### src/rtl/tif_pkg.sv
package tif_pkg;

	// ********************************************************************
	// Register map (byte addresses)
	// ********************************************************************
	localparam logic [7:0] TIF_ADDR_UNIT    = 8'h00;
	localparam logic [7:0] TIF_ADDR_MODE    = 8'h04;
	localparam logic [7:0] TIF_ADDR_DATA    = 8'h08;
	localparam logic [7:0] TIF_ADDR_COUNT   = 8'h0C;
	localparam logic [7:0] TIF_ADDR_TRIG    = 8'h10;
	localparam logic [7:0] TIF_ADDR_OUTCTL  = 8'h14;
	localparam logic [7:0] TIF_ADDR_STATUS  = 8'h18;
	localparam logic [7:0] TIF_ADDR_PRESC   = 8'h1C;

	// ********************************************************************
	// Field positions
	// ********************************************************************
	localparam int TIF_UNIT_EN_BIT   = 0;
	localparam int TIF_NF_EN_BIT     = 1;
	localparam int TIF_MD0_BIT       = 0;
	localparam int TIF_STS0_BIT      = 8;
	localparam int TIF_STS1_BIT      = 9;
	localparam int TIF_CCS_BIT       = 12;
	localparam int TIF_CKS_LO        = 14;
	localparam int TIF_TRIG_START    = 0;
	localparam int TIF_TRIG_STOP     = 1;
	localparam int TIF_OUT_LEVEL     = 0;
	localparam int TIF_OUT_EN        = 1;
	localparam int TIF_OUT_MODE      = 2;
	localparam int TIF_OUT_POL       = 3;
	localparam int TIF_PS_W          = 4;

	// ********************************************************************
	// Widths and resets
	// ********************************************************************
	localparam int TIF_CNT_W                 = 16;
	localparam logic [15:0] TIF_CNT_ZERO     = 16'h0000;
	localparam logic [15:0] TIF_MODE_RST     = 16'h0000;
	localparam logic [31:0] TIF_ZERO32       = 32'h0000_0000;
	localparam logic [1:0]  TIF_RESP_OKAY    = 2'h0;
	localparam logic [1:0]  TIF_RESP_SLVERR  = 2'h2;

	typedef enum logic [2:0] {
		TIF_ST_IDLE  = 3'h1,
		TIF_ST_ARMED = 3'h2,
		TIF_ST_RUN   = 3'h4
	} tif_state_e;

	typedef struct packed {
		logic [7:0]  addr;
		logic [31:0] data;
	} tif_wr_s;

	typedef struct packed {
		logic       raw;
		logic       sync1;
		logic       sync2;
		logic       filt;
		logic       prev;
	} tif_in_s;

endpackage

### src/rtl/tif_channel.sv
// Overview of operation
// Input pin passes optional noise filter then edge detector into control. The code drives the edge only to input_edge_out; channel control ignores it.
// Filter off: input only synchronised to the operating clock.
// Filter on: new level passed after two equal consecutive samples.
// Input unused: filter gets no clock, holds its state.
// Filter off: software waits two clocks after selecting input before start.
// Filter on: software waits four clocks after selecting input before start.
// Interrupt period is count clock period times data plus one.
// Output toggles at every interrupt, giving a 50% duty square wave.
// Count register is a down counter stepped by each count clock.
// First count clock after start trigger loads data into counter.
// Start load raises interrupt and toggles only when start mode bit set.
// Counter at zero: next count clock interrupts, toggles and reloads.
// Data register writable anytime; new value used from next period.
// Start and stop triggers self-clear; start sets enable status.
// Stop clears enable, freezes counter, holds output level.
// Output enable clear: written output level drives the pin.
// Software changes no mode, output mode or polarity while running.
// Counter readable anytime; status register unused in this mode. The code returns the running state (state not idle) in status bit 0.
// Software sets output mode, polarity and default level before enabling.
// Unit enable clear initialises all channel registers and output.
// Unit disabled ignores register writes; enabling permits writes.
// Operating clock selectable from four prescaled clock sources.
module tif_channel #(
	parameter int PS_MAX = 16
) (
	// Clock and reset
	input  wire logic        clk_in,
	input  wire logic        rst_n_in,
	// AXI4-Lite write address and data
	input  wire logic [7:0]  s_axi_awaddr_in,
	input  wire logic        s_axi_awvalid_in,
	output logic             s_axi_awready_out,
	input  wire logic [31:0] s_axi_wdata_in,
	input  wire logic [3:0]  s_axi_wstrb_in,
	input  wire logic        s_axi_wvalid_in,
	output logic             s_axi_wready_out,
	output logic [1:0]       s_axi_bresp_out,
	output logic             s_axi_bvalid_out,
	input  wire logic        s_axi_bready_in,
	// AXI4-Lite read
	input  wire logic [7:0]  s_axi_araddr_in,
	input  wire logic        s_axi_arvalid_in,
	output logic             s_axi_arready_out,
	output logic [31:0]      s_axi_rdata_out,
	output logic [1:0]       s_axi_rresp_out,
	output logic             s_axi_rvalid_out,
	input  wire logic        s_axi_rready_in,
	// Timer pins
	input  wire logic        timer_input_pin_in,
	output logic             timer_output_pin_out,
	output logic             timer_output_pin_oe_out,
	output logic             channel_interrupt_out,
	output logic             input_edge_out
);
	import tif_pkg::*;

	// ********************************************************************
	// State
	// ********************************************************************
	typedef struct packed {
		logic                 aw_got;
		logic                 w_got;
		tif_wr_s              wr;
		logic                 bvalid;
		logic [1:0]           bresp;
		logic                 rvalid;
		logic [31:0]          rdata;
		logic [1:0]           rresp;
		logic                 unit_en;
		logic                 nf_en;
		logic [15:0]          mode;
		logic [TIF_CNT_W-1:0] data;
		logic [TIF_CNT_W-1:0] count;
		logic [1:0]           trig;
		logic                 out_level;
		logic                 out_en;
		logic                 out_mode;
		logic                 out_pol;
		logic [3:0][TIF_PS_W-1:0] presc;
		logic [3:0][TIF_PS_W-1:0] pcnt;
		tif_state_e           state;
		logic                 irq;
		tif_in_s              in;
		logic                 edge_q;
	} tif_all_s;

	tif_all_s s_q;
	tif_all_s s_d;

	logic [3:0] ps_tick;
	logic       cclk;
	logic       in_used;
	logic       wr_fire;
	logic       st_wr;
	logic       sp_wr;

	// Input is used when any input-selection mode bit is set
	function automatic logic f_in_used(input logic [15:0] m);
		return m[TIF_CCS_BIT] | m[TIF_STS1_BIT] | m[TIF_STS0_BIT];
	endfunction

	// ********************************************************************
	// Prescaled clock sources
	// ********************************************************************
	genvar gi;
	generate
		for (gi = 0; gi < 4; gi++) begin : g_ps
			assign ps_tick[gi] = s_q.unit_en &&
				(s_q.pcnt[gi] == s_q.presc[gi]);
		end
	endgenerate

	assign cclk    = ps_tick[s_q.mode[TIF_CKS_LO +: 2]];
	assign in_used = f_in_used(s_q.mode);
	assign wr_fire = s_q.aw_got && s_q.w_got && !s_q.bvalid;
	assign st_wr   = wr_fire && s_q.unit_en && s_q.wr.addr == TIF_ADDR_TRIG
		&& s_q.wr.data[TIF_TRIG_START];
	assign sp_wr   = wr_fire && s_q.unit_en && s_q.wr.addr == TIF_ADDR_TRIG
		&& s_q.wr.data[TIF_TRIG_STOP];

	// ********************************************************************
	// Next state
	// ********************************************************************
	always_comb begin
		s_d     = s_q;
		s_d.irq = 1'b0;

		// Bus write channel: take address and data in either order
		if (s_axi_awvalid_in && !s_q.aw_got) begin
			s_d.aw_got  = 1'b1;
			s_d.wr.addr = s_axi_awaddr_in;
		end
		if (s_axi_wvalid_in && !s_q.w_got) begin
			s_d.w_got   = 1'b1;
			s_d.wr.data = s_axi_wdata_in;
		end
		if (s_q.bvalid && s_axi_bready_in) begin
			s_d.bvalid = 1'b0;
			s_d.aw_got = 1'b0;
			s_d.w_got  = 1'b0;
		end
		s_d.trig = 2'b00;
		if (wr_fire) begin
			s_d.bvalid = 1'b1;
			s_d.bresp  = TIF_RESP_OKAY;
			unique case (s_q.wr.addr)
				TIF_ADDR_UNIT: begin
					s_d.unit_en = s_q.wr.data[TIF_UNIT_EN_BIT];
					if (s_q.unit_en)
						s_d.nf_en = s_q.wr.data[TIF_NF_EN_BIT];
				end
				TIF_ADDR_MODE: if (s_q.unit_en)
					s_d.mode = s_q.wr.data[15:0];
				TIF_ADDR_DATA: if (s_q.unit_en)
					s_d.data = s_q.wr.data[TIF_CNT_W-1:0];
				TIF_ADDR_TRIG: if (s_q.unit_en)
					s_d.trig = s_q.wr.data[1:0];
				TIF_ADDR_OUTCTL: if (s_q.unit_en) begin
					if (!s_q.out_en && !s_q.wr.data[TIF_OUT_EN])
						s_d.out_level = s_q.wr.data[TIF_OUT_LEVEL];
					else if (!s_q.out_en)
						s_d.out_level = s_q.wr.data[TIF_OUT_LEVEL];
					s_d.out_en   = s_q.wr.data[TIF_OUT_EN];
					s_d.out_mode = s_q.wr.data[TIF_OUT_MODE];
					s_d.out_pol  = s_q.wr.data[TIF_OUT_POL];
				end
				TIF_ADDR_PRESC: if (s_q.unit_en)
					for (int i = 0; i < 4; i++)
						s_d.presc[i] = s_q.wr.data[i*8 +: TIF_PS_W];
				TIF_ADDR_COUNT, TIF_ADDR_STATUS: ;
				default: s_d.bresp = TIF_RESP_SLVERR;
			endcase
		end

		// Bus read channel
		if (s_q.rvalid && s_axi_rready_in)
			s_d.rvalid = 1'b0;
		if (s_axi_arvalid_in && !s_q.rvalid) begin
			s_d.rvalid = 1'b1;
			s_d.rresp  = TIF_RESP_OKAY;
			s_d.rdata  = TIF_ZERO32;
			unique case (s_axi_araddr_in)
				TIF_ADDR_UNIT: begin
					s_d.rdata[TIF_UNIT_EN_BIT] = s_q.unit_en;
					s_d.rdata[TIF_NF_EN_BIT]   = s_q.nf_en;
				end
				TIF_ADDR_MODE:  s_d.rdata[15:0] = s_q.mode;
				TIF_ADDR_DATA:  s_d.rdata[TIF_CNT_W-1:0] = s_q.data;
				TIF_ADDR_COUNT: s_d.rdata[TIF_CNT_W-1:0] = s_q.count;
				TIF_ADDR_TRIG:  s_d.rdata[1:0] = s_q.trig;
				TIF_ADDR_OUTCTL: begin
					s_d.rdata[TIF_OUT_LEVEL] = s_q.out_level;
					s_d.rdata[TIF_OUT_EN]    = s_q.out_en;
					s_d.rdata[TIF_OUT_MODE]  = s_q.out_mode;
					s_d.rdata[TIF_OUT_POL]   = s_q.out_pol;
				end
				TIF_ADDR_STATUS:
					s_d.rdata[0] = (s_q.state != TIF_ST_IDLE);
				TIF_ADDR_PRESC:
					for (int i = 0; i < 4; i++)
						s_d.rdata[i*8 +: TIF_PS_W] = s_q.presc[i];
				default: s_d.rresp = TIF_RESP_SLVERR;
			endcase
		end

		// Prescalers
		for (int i = 0; i < 4; i++)
			s_d.pcnt[i] = ps_tick[i] ? '0 : s_q.pcnt[i] + 1'b1;

		// Input conditioning, raw sample taken every cycle, later stages clocked only when the input is used
		s_d.in.raw = timer_input_pin_in;
		if (in_used) begin
			s_d.in.sync1 = s_q.in.raw;
			s_d.in.sync2 = s_q.in.sync1;
			if (!s_q.nf_en)
				s_d.in.filt = s_q.in.sync1;
			else if (s_q.in.sync1 == s_q.in.sync2)
				s_d.in.filt = s_q.in.sync2;
			s_d.in.prev = s_q.in.filt;
		end
		s_d.edge_q = in_used && (s_q.in.filt != s_q.in.prev);

		// Channel control
		unique case (s_q.state)
			TIF_ST_IDLE: if (st_wr)
				s_d.state = TIF_ST_ARMED;
			TIF_ST_ARMED: if (sp_wr)
				s_d.state = TIF_ST_IDLE;
			else if (cclk) begin
				s_d.count = s_q.data;
				s_d.state = TIF_ST_RUN;
				if (s_q.mode[TIF_MD0_BIT]) begin
					s_d.irq = 1'b1;
					if (s_q.out_en)
						s_d.out_level = ~s_q.out_level;
				end
			end
			TIF_ST_RUN: if (sp_wr)
				s_d.state = TIF_ST_IDLE;
			else if (st_wr)
				s_d.state = TIF_ST_ARMED;
			else if (cclk) begin
				if (s_q.count == TIF_CNT_ZERO) begin
					s_d.count = s_q.data;
					s_d.irq   = 1'b1;
					if (s_q.out_en)
						s_d.out_level = ~s_q.out_level;
				end else begin
					s_d.count = s_q.count - 1'b1;
				end
			end
		endcase

		// Unit disable initialises the channel registers; bus and input conditioning state are kept
		if (!s_q.unit_en) begin
			s_d.mode      = TIF_MODE_RST;
			s_d.data      = TIF_CNT_ZERO;
			s_d.count     = TIF_CNT_ZERO;
			s_d.out_level = 1'b0;
			s_d.out_en    = 1'b0;
			s_d.out_mode  = 1'b0;
			s_d.out_pol   = 1'b0;
			s_d.nf_en     = 1'b0;
			s_d.state     = TIF_ST_IDLE;
			s_d.irq       = 1'b0;
			for (int i = 0; i < 4; i++) begin
				s_d.presc[i] = '0;
				s_d.pcnt[i]  = '0;
			end
			if (wr_fire && s_q.wr.addr == TIF_ADDR_UNIT)
				s_d.unit_en = s_q.wr.data[TIF_UNIT_EN_BIT];
		end
	end

	// ********************************************************************
	// Registers
	// ********************************************************************
	always_ff @(posedge clk_in or negedge rst_n_in) begin
		if (!rst_n_in) begin
			s_q.aw_got    <= 1'b0;
			s_q.w_got     <= 1'b0;
			s_q.wr        <= '0;
			s_q.bvalid    <= 1'b0;
			s_q.bresp     <= TIF_RESP_OKAY;
			s_q.rvalid    <= 1'b0;
			s_q.rdata     <= TIF_ZERO32;
			s_q.rresp     <= TIF_RESP_OKAY;
			s_q.unit_en   <= 1'b0;
			s_q.nf_en     <= 1'b0;
			s_q.mode      <= TIF_MODE_RST;
			s_q.data      <= TIF_CNT_ZERO;
			s_q.count     <= TIF_CNT_ZERO;
			s_q.trig      <= 2'b00;
			s_q.out_level <= 1'b0;
			s_q.out_en    <= 1'b0;
			s_q.out_mode  <= 1'b0;
			s_q.out_pol   <= 1'b0;
			s_q.presc     <= '0;
			s_q.pcnt      <= '0;
			s_q.state     <= TIF_ST_IDLE;
			s_q.irq       <= 1'b0;
			s_q.in        <= '0;
			s_q.edge_q    <= 1'b0;
		end else begin
			s_q <= s_d;
		end
	end

	// ********************************************************************
	// Outputs
	// ********************************************************************
	assign s_axi_awready_out       = !s_q.aw_got;
	assign s_axi_wready_out        = !s_q.w_got;
	assign s_axi_bvalid_out        = s_q.bvalid;
	assign s_axi_bresp_out         = s_q.bresp;
	assign s_axi_arready_out       = !s_q.rvalid;
	assign s_axi_rvalid_out        = s_q.rvalid;
	assign s_axi_rdata_out         = s_q.rdata;
	assign s_axi_rresp_out         = s_q.rresp;
	assign timer_output_pin_out    = s_q.out_level;
	assign timer_output_pin_oe_out = s_q.unit_en;
	assign channel_interrupt_out   = s_q.irq;
	assign input_edge_out          = s_q.edge_q;
endmodule

### config.mk
export PLATFORM = sky130hd
export DESIGN_NAME = tif_channel
export DESIGN_NICKNAME = d
export VERILOG_FILES = /design/src/rtl/tif_pkg.sv /design/src/rtl/tif_channel.sv
export SDC_FILE = /design/constraint.sdc
export NUM_CORES = 1
export LEC_CHECK = 0
export ABC_CLOCK_PERIOD_IN_PS = 2100
export BUFFER_PORTS_ARGS = -buffer_cell sky130_fd_sc_hd__buf_2
export CAP_MARGIN = 25
export CELL_PAD_IN_SITES_DETAIL_PLACEMENT = 1
export CELL_PAD_IN_SITES_GLOBAL_PLACEMENT = 2
export CORE_ASPECT_RATIO = 1.75
export CORE_MARGIN = 2
export CORE_UTILIZATION = 34
export DETAILED_ROUTE_END_ITERATION = 10
export GPL_ROUTABILITY_DRIVEN = 0
export PLACE_DENSITY_LB_ADDON = 0.1
export SLEW_MARGIN = 20
export SYNTH_ARGS = -nofsm -noshare
export SYNTH_HDL_FRONTEND = slang
export SYNTH_SLANG_ARGS = --single-unit
export TNS_END_PERCENT = 1
### constraint.sdc
create_clock -name clk_in -period 2.1 [get_ports clk_in]
set_input_delay 0.105 -clock clk_in [delete_from_list [all_inputs] [get_ports clk_in]]
set_output_delay 0.105 -clock clk_in [all_outputs]
set_load 0.02 [all_outputs]
==> impl_summary.md, run 1 <==
Status
The flow ran to the end, but the final reports show violations. The final reports fail on negative setup slack.

Layout
0 antenna diodes ended up in the layout. The final design utilization is 0.442. After filler insertion, the fill cell instance count of the layout stands at 2590. Of the cells placed in the final design, the portion with a size suffix greater than 1 is 0.289. The post-synthesis to final-layout area growth is 27.5%. The final standard cell count with taps included and fillers excluded is 1225. In the final design database the tool counted 978 nets.

Timing
The smallest hold slack is 0.0402 ns. The ratio of final minimum period to clock period is 1.01. The highest clock rate is 470 MHz.

The count of final hold-check violations is 0. The clock skew after layout is 0.00920 ns. Setup repair after global routing could not meet its margin everywhere. The actual slew at the worst max-slew pin is 0.614 ns. The worst path setup slack after routing is -0.0298 ns.

Setup violations remaining at the end of the flow were counted as 8. Counting I/O delays and the setup requirement, the final critical path takes 2.13 ns. The max-slew violation count was 0. The worst pin sits at a relative slew slack of 0.591.

CTS
The maximum level of the CTS H-tree is 4. The clock root buffer is sky130_fd_sc_hd__clkbuf_16. The total clock buffers created by CTS is 17. The maximum buffer depth of the clock tree is 2.

The TritonCTS clock tree is built. After clock tree synthesis, the clock-pin slew on the worst setup and hold paths is 0.06 ns. After clock tree synthesis, the setup repair step added 0 buffers.

The number of sinks handled by clock tree synthesis is 160. For the worst-skew pair, the clock arrives at the later sink with an insertion delay of 0.44 ns.

Worst setup path
The worst setup path is of the flop to flop kind. The beginning of the worst register-to-register path is s_q[168]$_DFFE_PN0P_. Walking the worst path, the cells encountered are or4_4 -> nor3_4 -> nand2b_4 -> nor3b_4 -> buf_12 -> mux2i_1 -> nor2b_1. The critical path's slowest cell is sky130_fd_sc_hd__or4_4.

The destination of the worst register-to-register timing path is s_q[90]$_DFFE_PN0P_. The number of cells on the worst reg-to-reg path is 7. The startpoint type of the worst setup path is a flop.

In this design, the stage delay of the slowest critical-path cell is 0.56 ns. STA classifies the critical path endpoint as a flop. The register-to-register path setup slack is -0.03 ns.

Along the worst path, the maximum fanout reaches 16. Data on the critical path is required at its endpoint by 2.43 ns. For the worst setup path, the data arrival time is 2.46 ns.

Placement
The count of buffers from port buffering is 82. The detailed-placement wirelength estimate is 17300 um. In this run, placement finished with an instance count of 1155.

Global routing
Summed over all layers, the global routing overflow is 0. The via count of the first global-routing pass is 6906. The largest net degree at the start of global routing is 62. The wire length of the first global-routing pass is 38500 um. The overall fraction of global-route tracks in use is 0.209. The initial antenna violation count is 0.

Floorplanning
The die span in y is 205 um. The starting utilization of the core area is 0.346. The core outline area is 22700 um2. The die width is 119 um. The number of top-level design ports is 105. The number of core rows is 73. The full die area is 24400 um2.

Yosys
After synthesis the cells add up to 7850 um2. The synthesized design contains 160 register bits. The library cell occupying the most area in the post-synthesis netlist is sky130_fd_sc_hd__dfrtp_1. The share of synthesized registers carrying an async set or reset is 1.00. The cell count after synthesis came out at 750.

In the synthesized netlist the dominant register cell turns out to be sky130_fd_sc_hd__dfrtp_1. Sorting the synthesized cells by area gives the leading types as sky130_fd_sc_hd__dfrtp_1 51%, sky130_fd_sc_hd__mux2_2 5.2%, sky130_fd_sc_hd__nand2_1 4.2%. The share of the Yosys chip area taken by registers is 0.511. The mean cell area of the mapped netlist is 10.5 um2. The count of synthesis-stage warnings from yosys is 0.

Synthesis instantiated 60 different standard cells from the library. The count of flip-flops with a built-in enable after synthesis is 0. Of the post-synthesis cell area, the dominant cell type holds 0.507.

Min path
The launch point of the worst hold path is s_axi_arvalid_in. The instance count along the most critical hold path is 3. The min-delay analysis places its worst path in the category input port to flop. The path with the worst hold slack has its endpoint at s_axi_rdata_out[0]$_DFFE_PN0P_.

Drt
For this block, the via count after detailed routing is 6197. The total routed wirelength is 23700 um. After detailed routing, the number of vias per cell comes to 5.06. The violation count after the first detailed-routing iteration is 308. In the routed design, unresolved DRC markers number 0.

In this run the remaining antenna-violating nets after routing total 0. The length of the first detailed-routing pass in iterations is 4. Dividing the detail-routed wire length by the instance count gives 19.4 um.

Power and ir drop
Across the VDD grid, the largest voltage drop is 0.516 mV. The leakage power total is 4.48 nW. The total power divided by cell area is 841 nW/um2.

Job
Across the run, the number of max-cap violations was 0.
cells in the final DEF (no fill, tap or decap), types with 4 or more instances in the layout:
master,instances
sky130_fd_sc_hd__dfrtp_1,158
sky130_fd_sc_hd__nand2_1,87
sky130_fd_sc_hd__buf_4,84
sky130_fd_sc_hd__buf_2,81
sky130_fd_sc_hd__nor2_1,45
sky130_fd_sc_hd__o21ai_0,42
sky130_fd_sc_hd__dlygate4sd3_1,38
sky130_fd_sc_hd__mux2_2,36
sky130_fd_sc_hd__a21oi_1,29
sky130_fd_sc_hd__mux2i_1,29
sky130_fd_sc_hd__nor2b_1,27
sky130_fd_sc_hd__a21boi_0,19
sky130_fd_sc_hd__xnor2_1,17
sky130_fd_sc_hd__clkbuf_16,17
sky130_fd_sc_hd__nor3_1,16
sky130_fd_sc_hd__a22o_1,14
sky130_fd_sc_hd__inv_1,13
sky130_fd_sc_hd__nand3_1,12
sky130_fd_sc_hd__a222oi_1,10
sky130_fd_sc_hd__conb_1,10
sky130_fd_sc_hd__a22oi_1,9
sky130_fd_sc_hd__o311ai_0,8
sky130_fd_sc_hd__xor2_1,8
sky130_fd_sc_hd__nor4_1,7
sky130_fd_sc_hd__and3_1,7
sky130_fd_sc_hd__o311ai_1,6
sky130_fd_sc_hd__o21ai_1,6
sky130_fd_sc_hd__ha_1,6
sky130_fd_sc_hd__nand2b_1,5
sky130_fd_sc_hd__nand4_1,5
sky130_fd_sc_hd__buf_12,5
sky130_fd_sc_hd__clkbuf_8,4
sky130_fd_sc_hd__clkinvlp_4,4
where the power goes:
| part | switching [mW] | internal (mW) |
|---|---|---|
| Combinational | 0.797 | 0.771 |
| Sequential | 0.388 | 3.44 |
| Clock | 1.26 | 1.75 |
layout make-up:
cell class | count | area [um2] | area share
sequential | 160 | 4010 | 0.400
multi-input combinational | 507 | 3440 | 0.343
timing repair buffer | 212 | 1570 | 0.156
clock buffer | 24 | 492 | 0.0491
tap | 300 | 375 | 0.0375
clock inverter | 8 | 78.8 | 0.00788
inverter | 14 | 52.6 | 0.00525
what timing repair did:
item | 4_1_cts | 5_1_grt
pin swaps | 0 | 1
endpoints found under the setup margin | 46 | 50
gates resized for setup | 22 | 7
hold buffers | 38 | 0
endpoints found under the hold margin | 92 | 0
per-stage QoR:
stage / cell area [um2] / worst slack, ns / setup TNS [ns] / total power, mW
after global routing: 10000 / -0.134 / -3.46 / 8.85
after CTS: 9980 / -0.0495 / -0.425 / 8.55
final: 10000 / -0.0298 / -0.103 / 8.41
after global placement: 8960 / -0.0856 / -0.669 / 5.32
after detailed placement: 8960 / -0.116 / -2.33 / 5.39
after floorplan: 7880 / -0.0675 / -1.17 / 4.61
layer usage:
metal,share of wire,GRT usage,vias to the layer above
met5,0,0,-
met2,0.57,0.395,129
li1,-,-,2931
met4,0.020,0.0782,0
met1,0.38,0.225,3115
met3,0.036,0.0454,22
state kept, by name (all words and copies together), names as in the netlist:
signal and cells:
s_q 128, s_axi_rdata_out 24, channel_interrupt_out 1, input_edge_out 1, s_axi_bresp_out 1, s_axi_bvalid_out 1, s_axi_rresp_out 1, s_axi_rvalid_out 1
timer_output_pin_oe_out 1, timer_output_pin_out 1
cells in the mapped netlist (all sizes together), types with 2 or more instances:
master / instances
a21boi: 20
a21oi: 30
a222oi: 10
a22o: 14
a22oi: 9
and2: 4
and3: 7
buf: 47
clkbuf: 31
dfrtp: 159
ha: 6
inv: 14
mux2: 36
mux2i: 29
mux4: 2
nand2: 88
nand2b: 6
nand3: 12
nand4: 7
nor2: 45
nor2b: 28
nor3: 17
nor3b: 2
nor4: 11
nor4b: 3
nor4bb: 2
o21ai: 49
o311ai: 14
o31ai: 2
or2: 3
or3: 3
xnor2: 17
xor2: 8
cell families (layout without fill, tap and decap cells):
group / after synthesis / in the layout / share of synthesized area
xor gates and xnor gates: 25 / 25 / 0.0279
and+or+nand+nor: 241 / 241 / 0.154
buffers and inverters: 92 / 258 / 0.0675
adders and majority gates: 6 / 6 / 0.00957
other: 1 / 10 / 0.000478
AOI/OAI and AO/OA: 158 / 158 / 0.136
muxes: 67 / 67 / 0.0944
DFF: 160 / 160 / 0.511
critical path: cells and delay by family (launching register included):
family        cells  cell delay [ns]
simple gates      5             1.19
buf+inv           1             0.22
flops             1             0.38
mux               1             0.23
worst max-delay path by stage:
stage | from | endpoint | slack (ns) | depth (start not counted)
floorplan | s_q[168]$_DFFE_PN0P_ | s_q[91]$_DFFE_PN0P_ | -0.07 | 9
global placement | s_q[35]$_DFFE_PN0P_ | s_q[48]$_DFFE_PN0P_ | -0.09 | 6
detailed placement | s_q[56]$_DFFE_PN0P_ | s_q[52]$_DFFE_PN0P_ | -0.12 | 7
CTS | s_q[168]$_DFFE_PN0P_ | s_q[90]$_DFFE_PN0P_ | -0.05 | 7
global route | s_q[168]$_DFFE_PN0P_ | s_q[96]$_DFFE_PN0P_ | -0.13 | 7
finish | s_q[168]$_DFFE_PN0P_ | s_q[90]$_DFFE_PN0P_ | -0.03 | 7
Power figures use the tool's default switching activity.
==> inputs of run 2 (changes only) <==
--- a/config.mk
+++ b/config.mk
@@ -16,6 +16,7 @@
 export DETAILED_ROUTE_END_ITERATION = 10
 export GPL_ROUTABILITY_DRIVEN = 0
 export PLACE_DENSITY_LB_ADDON = 0.1
+export SETUP_SLACK_MARGIN = 0.02
 export SLEW_MARGIN = 20
 export SYNTH_ARGS = -nofsm -noshare
 export SYNTH_HDL_FRONTEND = slang
==> constraint.sdc (replaced) <==
create_clock -name clk_in -period 2.1 [get_ports clk_in]
set_input_delay 0.105 -clock clk_in [delete_from_list [all_inputs] [get_ports clk_in]]
set_output_delay 0.105 -clock clk_in [all_outputs]
set_load 0.1 [all_outputs]
==> impl_summary.md, run 2 (synthesis gave the netlist of run 1 again) <==
Floorplanning
The core outline area is 22700 um2. For this design the top-level I/O count stands at 105. The die is 205 um tall. From left edge to right edge, the die measures 119 um. The full die area is 24400 um2.

The starting utilization of the core area is 0.346. The number of core rows is 73.

Power and ir drop
The share of total power dissipated in the clock network is 0.341. In this run the power spent charging and discharging nets is 2.86 mW. The internal power is 6.02 mW. In this run the power density over the cells is 865 nW/um2. IR analysis of the VDD net gives a maximum drop of 0.649 mV.

The relative contribution of sequential cells to total power is 0.429. The share of power burned in combinational logic is 0.230. The switching portion of total power is 0.322. The leakage power total is 4.60 nW.

Status
The run finished, with violations left. The final reports fail on negative setup slack.

Worst setup path
The critical path goes through or4_4 -> nor3_4 -> nand2b_4 -> nor3b_4 -> buf_12 -> buf_12 -> mux2i_2 -> nor2b_1. The critical-path maximum fanout is 8. The worst setup path is launched from a flop. The logic depth of the worst register-to-register path is 8. STA classifies the critical path endpoint as a flop. The worst setup path startpoint is s_q[173]$_DFFE_PN0P_. The cell with the most instances on the worst path is sky130_fd_sc_hd__buf_12. Data arrives at the worst endpoint at 2.54 ns. In this run the critical register-to-register path is launched from s_q[173]$_DFFE_PN0P_. STA puts the critical path data required time at 2.43 ns. The critical path's slowest cell is sky130_fd_sc_hd__or4_4. The worst setup path is of the flop to flop kind.

In this design, the stage delay of the slowest critical-path cell is 0.56 ns.

Layout
The repair_antennas step left the layout with diodes totalling 0. The layout has 2568 filler cells. The post-synthesis to final-layout area growth is 30.9%.

In the layout the commonest cells are 156 x sky130_fd_sc_hd__dfrtp_1, 99 x sky130_fd_sc_hd__buf_4, 87 x sky130_fd_sc_hd__nand2_1. The register bank with the most flops is s_q. The library cell used most frequently in the layout, excluding fill and tap cells, is sky130_fd_sc_hd__dfrtp_1. The fraction of final layout cells with drive strength greater than 1 is 0.316. The register with the most flip-flops in the layout has 128 of them.

At the end of the flow, the number of nets in the layout was 998.

Drt
The vias after detailed routing is 6501. Dividing the detail-routed via count by the number of cells gives 5.23. The violation count after the first detailed-routing iteration is 355. The total routed wirelength is 25500 um. The detail-routed net length per standard cell is 20.5 um. The post-detailed-route DRC marker count is 0.

The length of the first detailed-routing pass in iterations is 7. The count of nets left with antenna violations once routing finished came out at 0.

Timing
The max-slew violation count is 0. On the final layout, the worst clock skew is 0.00818 ns. The highest clock rate is 452 MHz. Setup violations remaining at the end of the flow were counted as 35. Setup repair after global routing could not meet its margin everywhere. The count of final hold-check violations is 0.

In this run the tightest slew margin relative to its limit is 0.579. Once routing completed, OpenROAD measured the worst setup slack at -0.110 ns. The shortest period the worst path allows is 2.21 ns. The smallest hold slack is 0.0857 ns. For the pin with the worst max-slew slack, the measured transition is 0.631 ns. Of the available clock period, the critical path in the final layout requires 1.05.

CTS
The tree is rooted in a sky130_fd_sc_hd__clkbuf_16. The total clock buffers created by CTS is 17. No sink is reached through more buffers than the 2 on the longest clock path. The tree built by TritonCTS fans out to 160 sinks. Clock-pin slew was measured on the worst setup and hold paths at 0.06 ns. The TritonCTS clock tree is built.

The clock tree synthesis step divided the H-tree into 4 levels. The clock latency reported for the late side of the worst-skew pair is 0.44 ns.

Global routing
The initial antenna violation count is 0. The largest net degree at the start of global routing is 55. The total overflow left after global routing is 0. The first global-routing pass estimated 40400 um of wire.

The via count of the first global-routing pass is 7299. The overall fraction of global-route tracks in use is 0.220.

Min path
The launch point of the worst hold path is s_axi_arvalid_in. The worst hold path was traced through 3 stages. The worst hold path belongs to the class input port to flop.

Job
The count of max-cap constraint violations is 0.

Placement
Buffers placed on the I/O ports in this run total 82. The detailed-placement wirelength estimate is 18200 um. The pre-CTS setup slack is -0.172 ns.
run 2: routing by layer:
layer,part of all wire,track usage,up-vias
li1,-,-,2975
met1,0.37,0.232,3325
met2,0.57,0.424,160
met3,0.037,0.0376,41
met4,0.031,0.0940,0
met5,0,0,-
run 2: worst paths after layout:
check | endpoint | slack [ns]
max | s_q[86]$_DFFE_PN0P_ | -0.11
min | s_axi_rdata_out[0]$_DFFE_PN0P_ | 0.09
max reg2reg | s_q[86]$_DFFE_PN0P_ | -0.11
min reg2reg | s_axi_rdata_out[26]$_DFFE_PN0P_ | 0.48
max in group asynchronous | s_axi_rvalid_out$_DFFE_PN0P_ | 1.23
min in group asynchronous | s_q[152]$_DFFE_PN0P_ | 0.23
run 2: power groups by stage:
stage / logic, mW / clock network, mW / registers [mW]
2_1_floorplan: 1.07 / 0 / 3.87
3_3_place_gp: 1.85 / 0 / 3.87
3_5_place_dp: 1.90 / 0 / 3.88
4_1_cts: 2.01 / 3.10 / 3.83
5_1_grt: 2.19 / 3.23 / 3.86
6_report: 2.04 / 3.02 / 3.81
run 2: final cells by class:
class / count / area (um2) / share of cell area
inverters: 14 / 56.3 / 0.00548
multi-input cells: 507 / 3480 / 0.339
well taps: 300 / 375 / 0.0366
clock inverters: 9 / 82.6 / 0.00804
repair buffers: 232 / 1790 / 0.174
flip-flops and latches: 160 / 4010 / 0.391
clock buffers: 22 / 474 / 0.0462
run 2: stage by stage:
step	utilization	std cells	power (mW)	instance area (um2)	TNS, ns
final	0.453	1244	8.88	10300	-2.24
after global routing	0.453	1244	9.28	10300	-5.47
after CTS	0.450	1241	8.94	10200	-1.68
after detailed placement	0.402	1169	5.77	9110	-4.88
after global placement	0.402	1169	5.71	9110	-1.97
after floorplan	-	759	4.95	7890	-3.63
run 2: timing repair:
action | CTS | global route
setup buffers | 2 | 3
pin swaps | 4 | 7
hold endpoints to repair | 86 | 0
cloned | 1 | 0
gates resized for setup | 24 | 34
hold buffers | 38 | 0
endpoints found under the setup margin | 48 | 60
run 2: critical path: cells and delay by family (launching register included):
family / cells / cell delay [ns]
flops: 1 / 0.38
buf+inv: 2 / 0.29
mux: 1 / 0.21
simple gates: 5 / 1.20
==> inputs of run 3 (changes only) <==
--- a/config.mk
+++ b/config.mk
@@ -11,13 +11,11 @@
 export CELL_PAD_IN_SITES_DETAIL_PLACEMENT = 1
 export CELL_PAD_IN_SITES_GLOBAL_PLACEMENT = 2
 export CORE_ASPECT_RATIO = 1.75
-export CORE_MARGIN = 2
 export CORE_UTILIZATION = 34
 export DETAILED_ROUTE_END_ITERATION = 10
 export GPL_ROUTABILITY_DRIVEN = 0
 export PLACE_DENSITY_LB_ADDON = 0.1
 export SETUP_SLACK_MARGIN = 0.02
-export SLEW_MARGIN = 20
 export SYNTH_ARGS = -nofsm -noshare
 export SYNTH_HDL_FRONTEND = slang
 export SYNTH_SLANG_ARGS = --single-unit
==> impl_summary.md, run 3 (synthesis gave the netlist of run 1 again) <==
Power and ir drop
Power comes to 9.04 mW. The switching portion of total power is 0.310. The share of power burned in combinational logic is 0.220.

The highest ir drop seen on vdd is 0.571 mV. The share of total power dissipated in the clock network is 0.357. For this design the static power due to leakage is 4.59 nW. Of the total power, registers draw 0.423. The internal portion of the total power is 6.24 mW. The total net switching power is 2.80 mW. The total power divided by cell area is 881 nW/um2.

Drt
The detail-routed net length per standard cell is 20.0 um. The post-detailed-route DRC marker count is 0. For this block, the routed nets add up to 24700 um of wire. Using the TritonRoute via totals, the vias-per-cell ratio works out to 5.06. The pre-antenna-repair detailed-routing pass consisted of 5 iterations. Once detail routing completed, the nets flagged for antenna violations numbered 0. The violation count after the first detailed-routing iteration is 291. The routed layout has 6260 vias.

Global routing
The via count of the first global-routing pass is 7109. For this run the aggregate overflow at the end of global routing stands at 0. The initial antenna violation count was 0. Across every metal layer, demand over resource in global routing totals 0.228.

Entering global routing, the biggest net connects 64 pins. The first global-routing pass estimated 39800 um of wire.

Placement
The detailed-placement wirelength estimate is 18100 um. The placed instances occupy a cell area of 9060 um2. Input and output buffers added on the ports amount to 82.

Timing
The ratio of final minimum period to clock period is 1.06. The max-slew violation count is 0. The highest clock rate is 448 MHz. The relative max-transition margin is 0.605. The worst path setup slack after routing is -0.131 ns.

Between clock sinks in the finished design, the worst skew comes to 0.00894 ns. The smallest hold slack is 0.155 ns. The count of final hold-check violations is 0. Setup repair after global routing could not meet its margin everywhere.

For the finished layout, the period the worst path requires is 2.23 ns. Adding up every negative setup slack in the final design gives -1.86 ns. The actual slew at the worst max-slew pin is 0.593 ns. The total of endpoints with negative setup slack in the final report is 33.

Floorplanning
The die covers 23700 um2. The number of top-level design ports is 105. The die is 203 um tall.

The number of core rows is 73. The die width is 117 um. For this configuration, the core starts out at a cell density of 0.346. The core outline area is 22700 um2.

Min path
The worst hold path class is input port to flop.

Worst setup path
The startpoint type of the worst setup path is a flop. STA puts the critical path data required time at 2.42 ns. Data arrives at the worst endpoint at 2.55 ns.

The worst setup path is captured at a flop. The category of the critical setup timing path is flop to flop. The critical-path maximum fanout is 8.

CTS
The clock-pin transition on the worst setup and hold timing paths is 0.07 ns. The clock passes through at most 2 buffers. The TritonCTS clock tree is built. The clock latency reported for the late side of the worst-skew pair is 0.44 ns. In this run the clock root is driven by a sky130_fd_sc_hd__clkbuf_16.

The H-tree generated during clock tree synthesis spans 4 levels. CTS saw 160 sinks. Clock tree synthesis inserted a total of 17 buffers.

Status
The flow ran to the end, but the final reports show violations. The checks that failed: negative setup slack.

Layout
The register with the most flip-flops in the final layout is s_q. The most common cell after layout, fill and taps aside is sky130_fd_sc_hd__dfrtp_1. The finished cells cover 10300 um2.

The post-synthesis to final-layout area growth is 30.8%. The number of filler instances in the final layout is 2534. The number of nets in the finished design is 992.

Of the cells placed in the final design, the portion with a size suffix greater than 1 is 0.309. In the layout the commonest cells are 156 x sky130_fd_sc_hd__dfrtp_1, 92 x sky130_fd_sc_hd__buf_4, 87 x sky130_fd_sc_hd__nand2_1. 0 antenna diodes ended up in the layout. The register with the most flip-flops in the layout has 128 of them.

Job
The count of max-cap constraint violations is 0.
## run 3: changes by cell type in the layout (fill, tap and decap cells not counted), moves of 2 or more
cell,previous run,this run
sky130_fd_sc_hd__a21boi_1,15,11
sky130_fd_sc_hd__bufinv_16,1,3
sky130_fd_sc_hd__o311ai_1,8,4
sky130_fd_sc_hd__o311ai_0,6,10
sky130_fd_sc_hd__clkinv_2,4,2
sky130_fd_sc_hd__buf_6,3,6
sky130_fd_sc_hd__buf_4,99,92
sky130_fd_sc_hd__a21boi_0,4,9
## run 3: worst paths after layout
path,start,depth (start not counted),to,slack (ns)
setup / recovery,s_q[174]$_DFFE_PN0P_,8,s_q[84]$_DFFE_PN0P_,-0.13
hold / removal,s_axi_araddr_in[1],5,s_axi_rdata_out[0]$_DFFE_PN0P_,0.15
setup reg to reg,s_q[174]$_DFFE_PN0P_,8,s_q[84]$_DFFE_PN0P_,-0.13
hold reg to reg,s_axi_rdata_out[12]$_DFFE_PN0P_,2,s_axi_rdata_out[12]$_DFFE_PN0P_,0.47
max in group asynchronous,rst_n_in,3,s_q[7]$_DFFE_PN1P_,1.21
min in group asynchronous,rst_n_in,2,s_q[152]$_DFFE_PN0P_,0.20
## run 3: layout make-up
| type | instances | area (um2) | area share |
|---|---|---|---|
| well taps | 300 | 375 | 0.0366 |
| clock buffers | 21 | 470 | 0.0459 |
| flip-flops and latches | 160 | 4010 | 0.391 |
| multi-input cells | 507 | 3480 | 0.339 |
| repair buffers | 226 | 1730 | 0.169 |
| clock inverters | 9 | 133 | 0.0129 |
| inverters | 14 | 56.3 | 0.00549 |
## run 3: critical path, stage by stage, from the launching register on
cell	delay, ns
sky130_fd_sc_hd__dfrtp_1	0.40
sky130_fd_sc_hd__or4_4	0.56
sky130_fd_sc_hd__nor3_4	0.25
sky130_fd_sc_hd__nand2b_4	0.10
sky130_fd_sc_hd__nor3b_4	0.21
sky130_fd_sc_hd__buf_12	0.15
sky130_fd_sc_hd__buf_12	0.15
sky130_fd_sc_hd__mux2i_1	0.22
sky130_fd_sc_hd__nor2b_1	0.07
## run 3: per-stage QoR
step / worst slack (ns) / utilization / instances
floorplan: -0.117 / - / 759
global placement: -0.115 / 0.400 / 1164
detailed placement: -0.146 / 0.400 / 1164
CTS: -0.135 / 0.450 / 1235
global route: -0.218 / 0.453 / 1237
finish: -0.131 / 0.453 / 1237
## run 3: timing repair
| item | CTS | global route |
|---|---|---|
| endpoints found under the hold margin | 86 | 0 |
| pin swaps | 5 | 4 |
| buffers inserted | 2 | 2 |
| hold buffers | 38 | 0 |
| setup endpoints to repair | 48 | 59 |
| resized for setup | 24 | 23 |
| cloned | 1 | 0 |
## run 3: layer usage
metal	routed length [um]	GRT usage	vias to the layer above
li1	-	-	2965
met1	9140	0.237	3154
met2	14400	0.439	109
met3	591	0.0322	32
met4	624	0.0999	0
met5	0	0	-
## run 3: power by group through the flow
stage / clock network [mW] / logic, mW / registers, mW
after detailed placement: 0 / 1.87 / 3.88
after global placement: 0 / 1.82 / 3.87
after global routing: 3.43 / 2.15 / 3.87
after floorplan: 0 / 1.07 / 3.87
after CTS: 3.32 / 1.98 / 3.83
final: 3.23 / 1.99 / 3.82
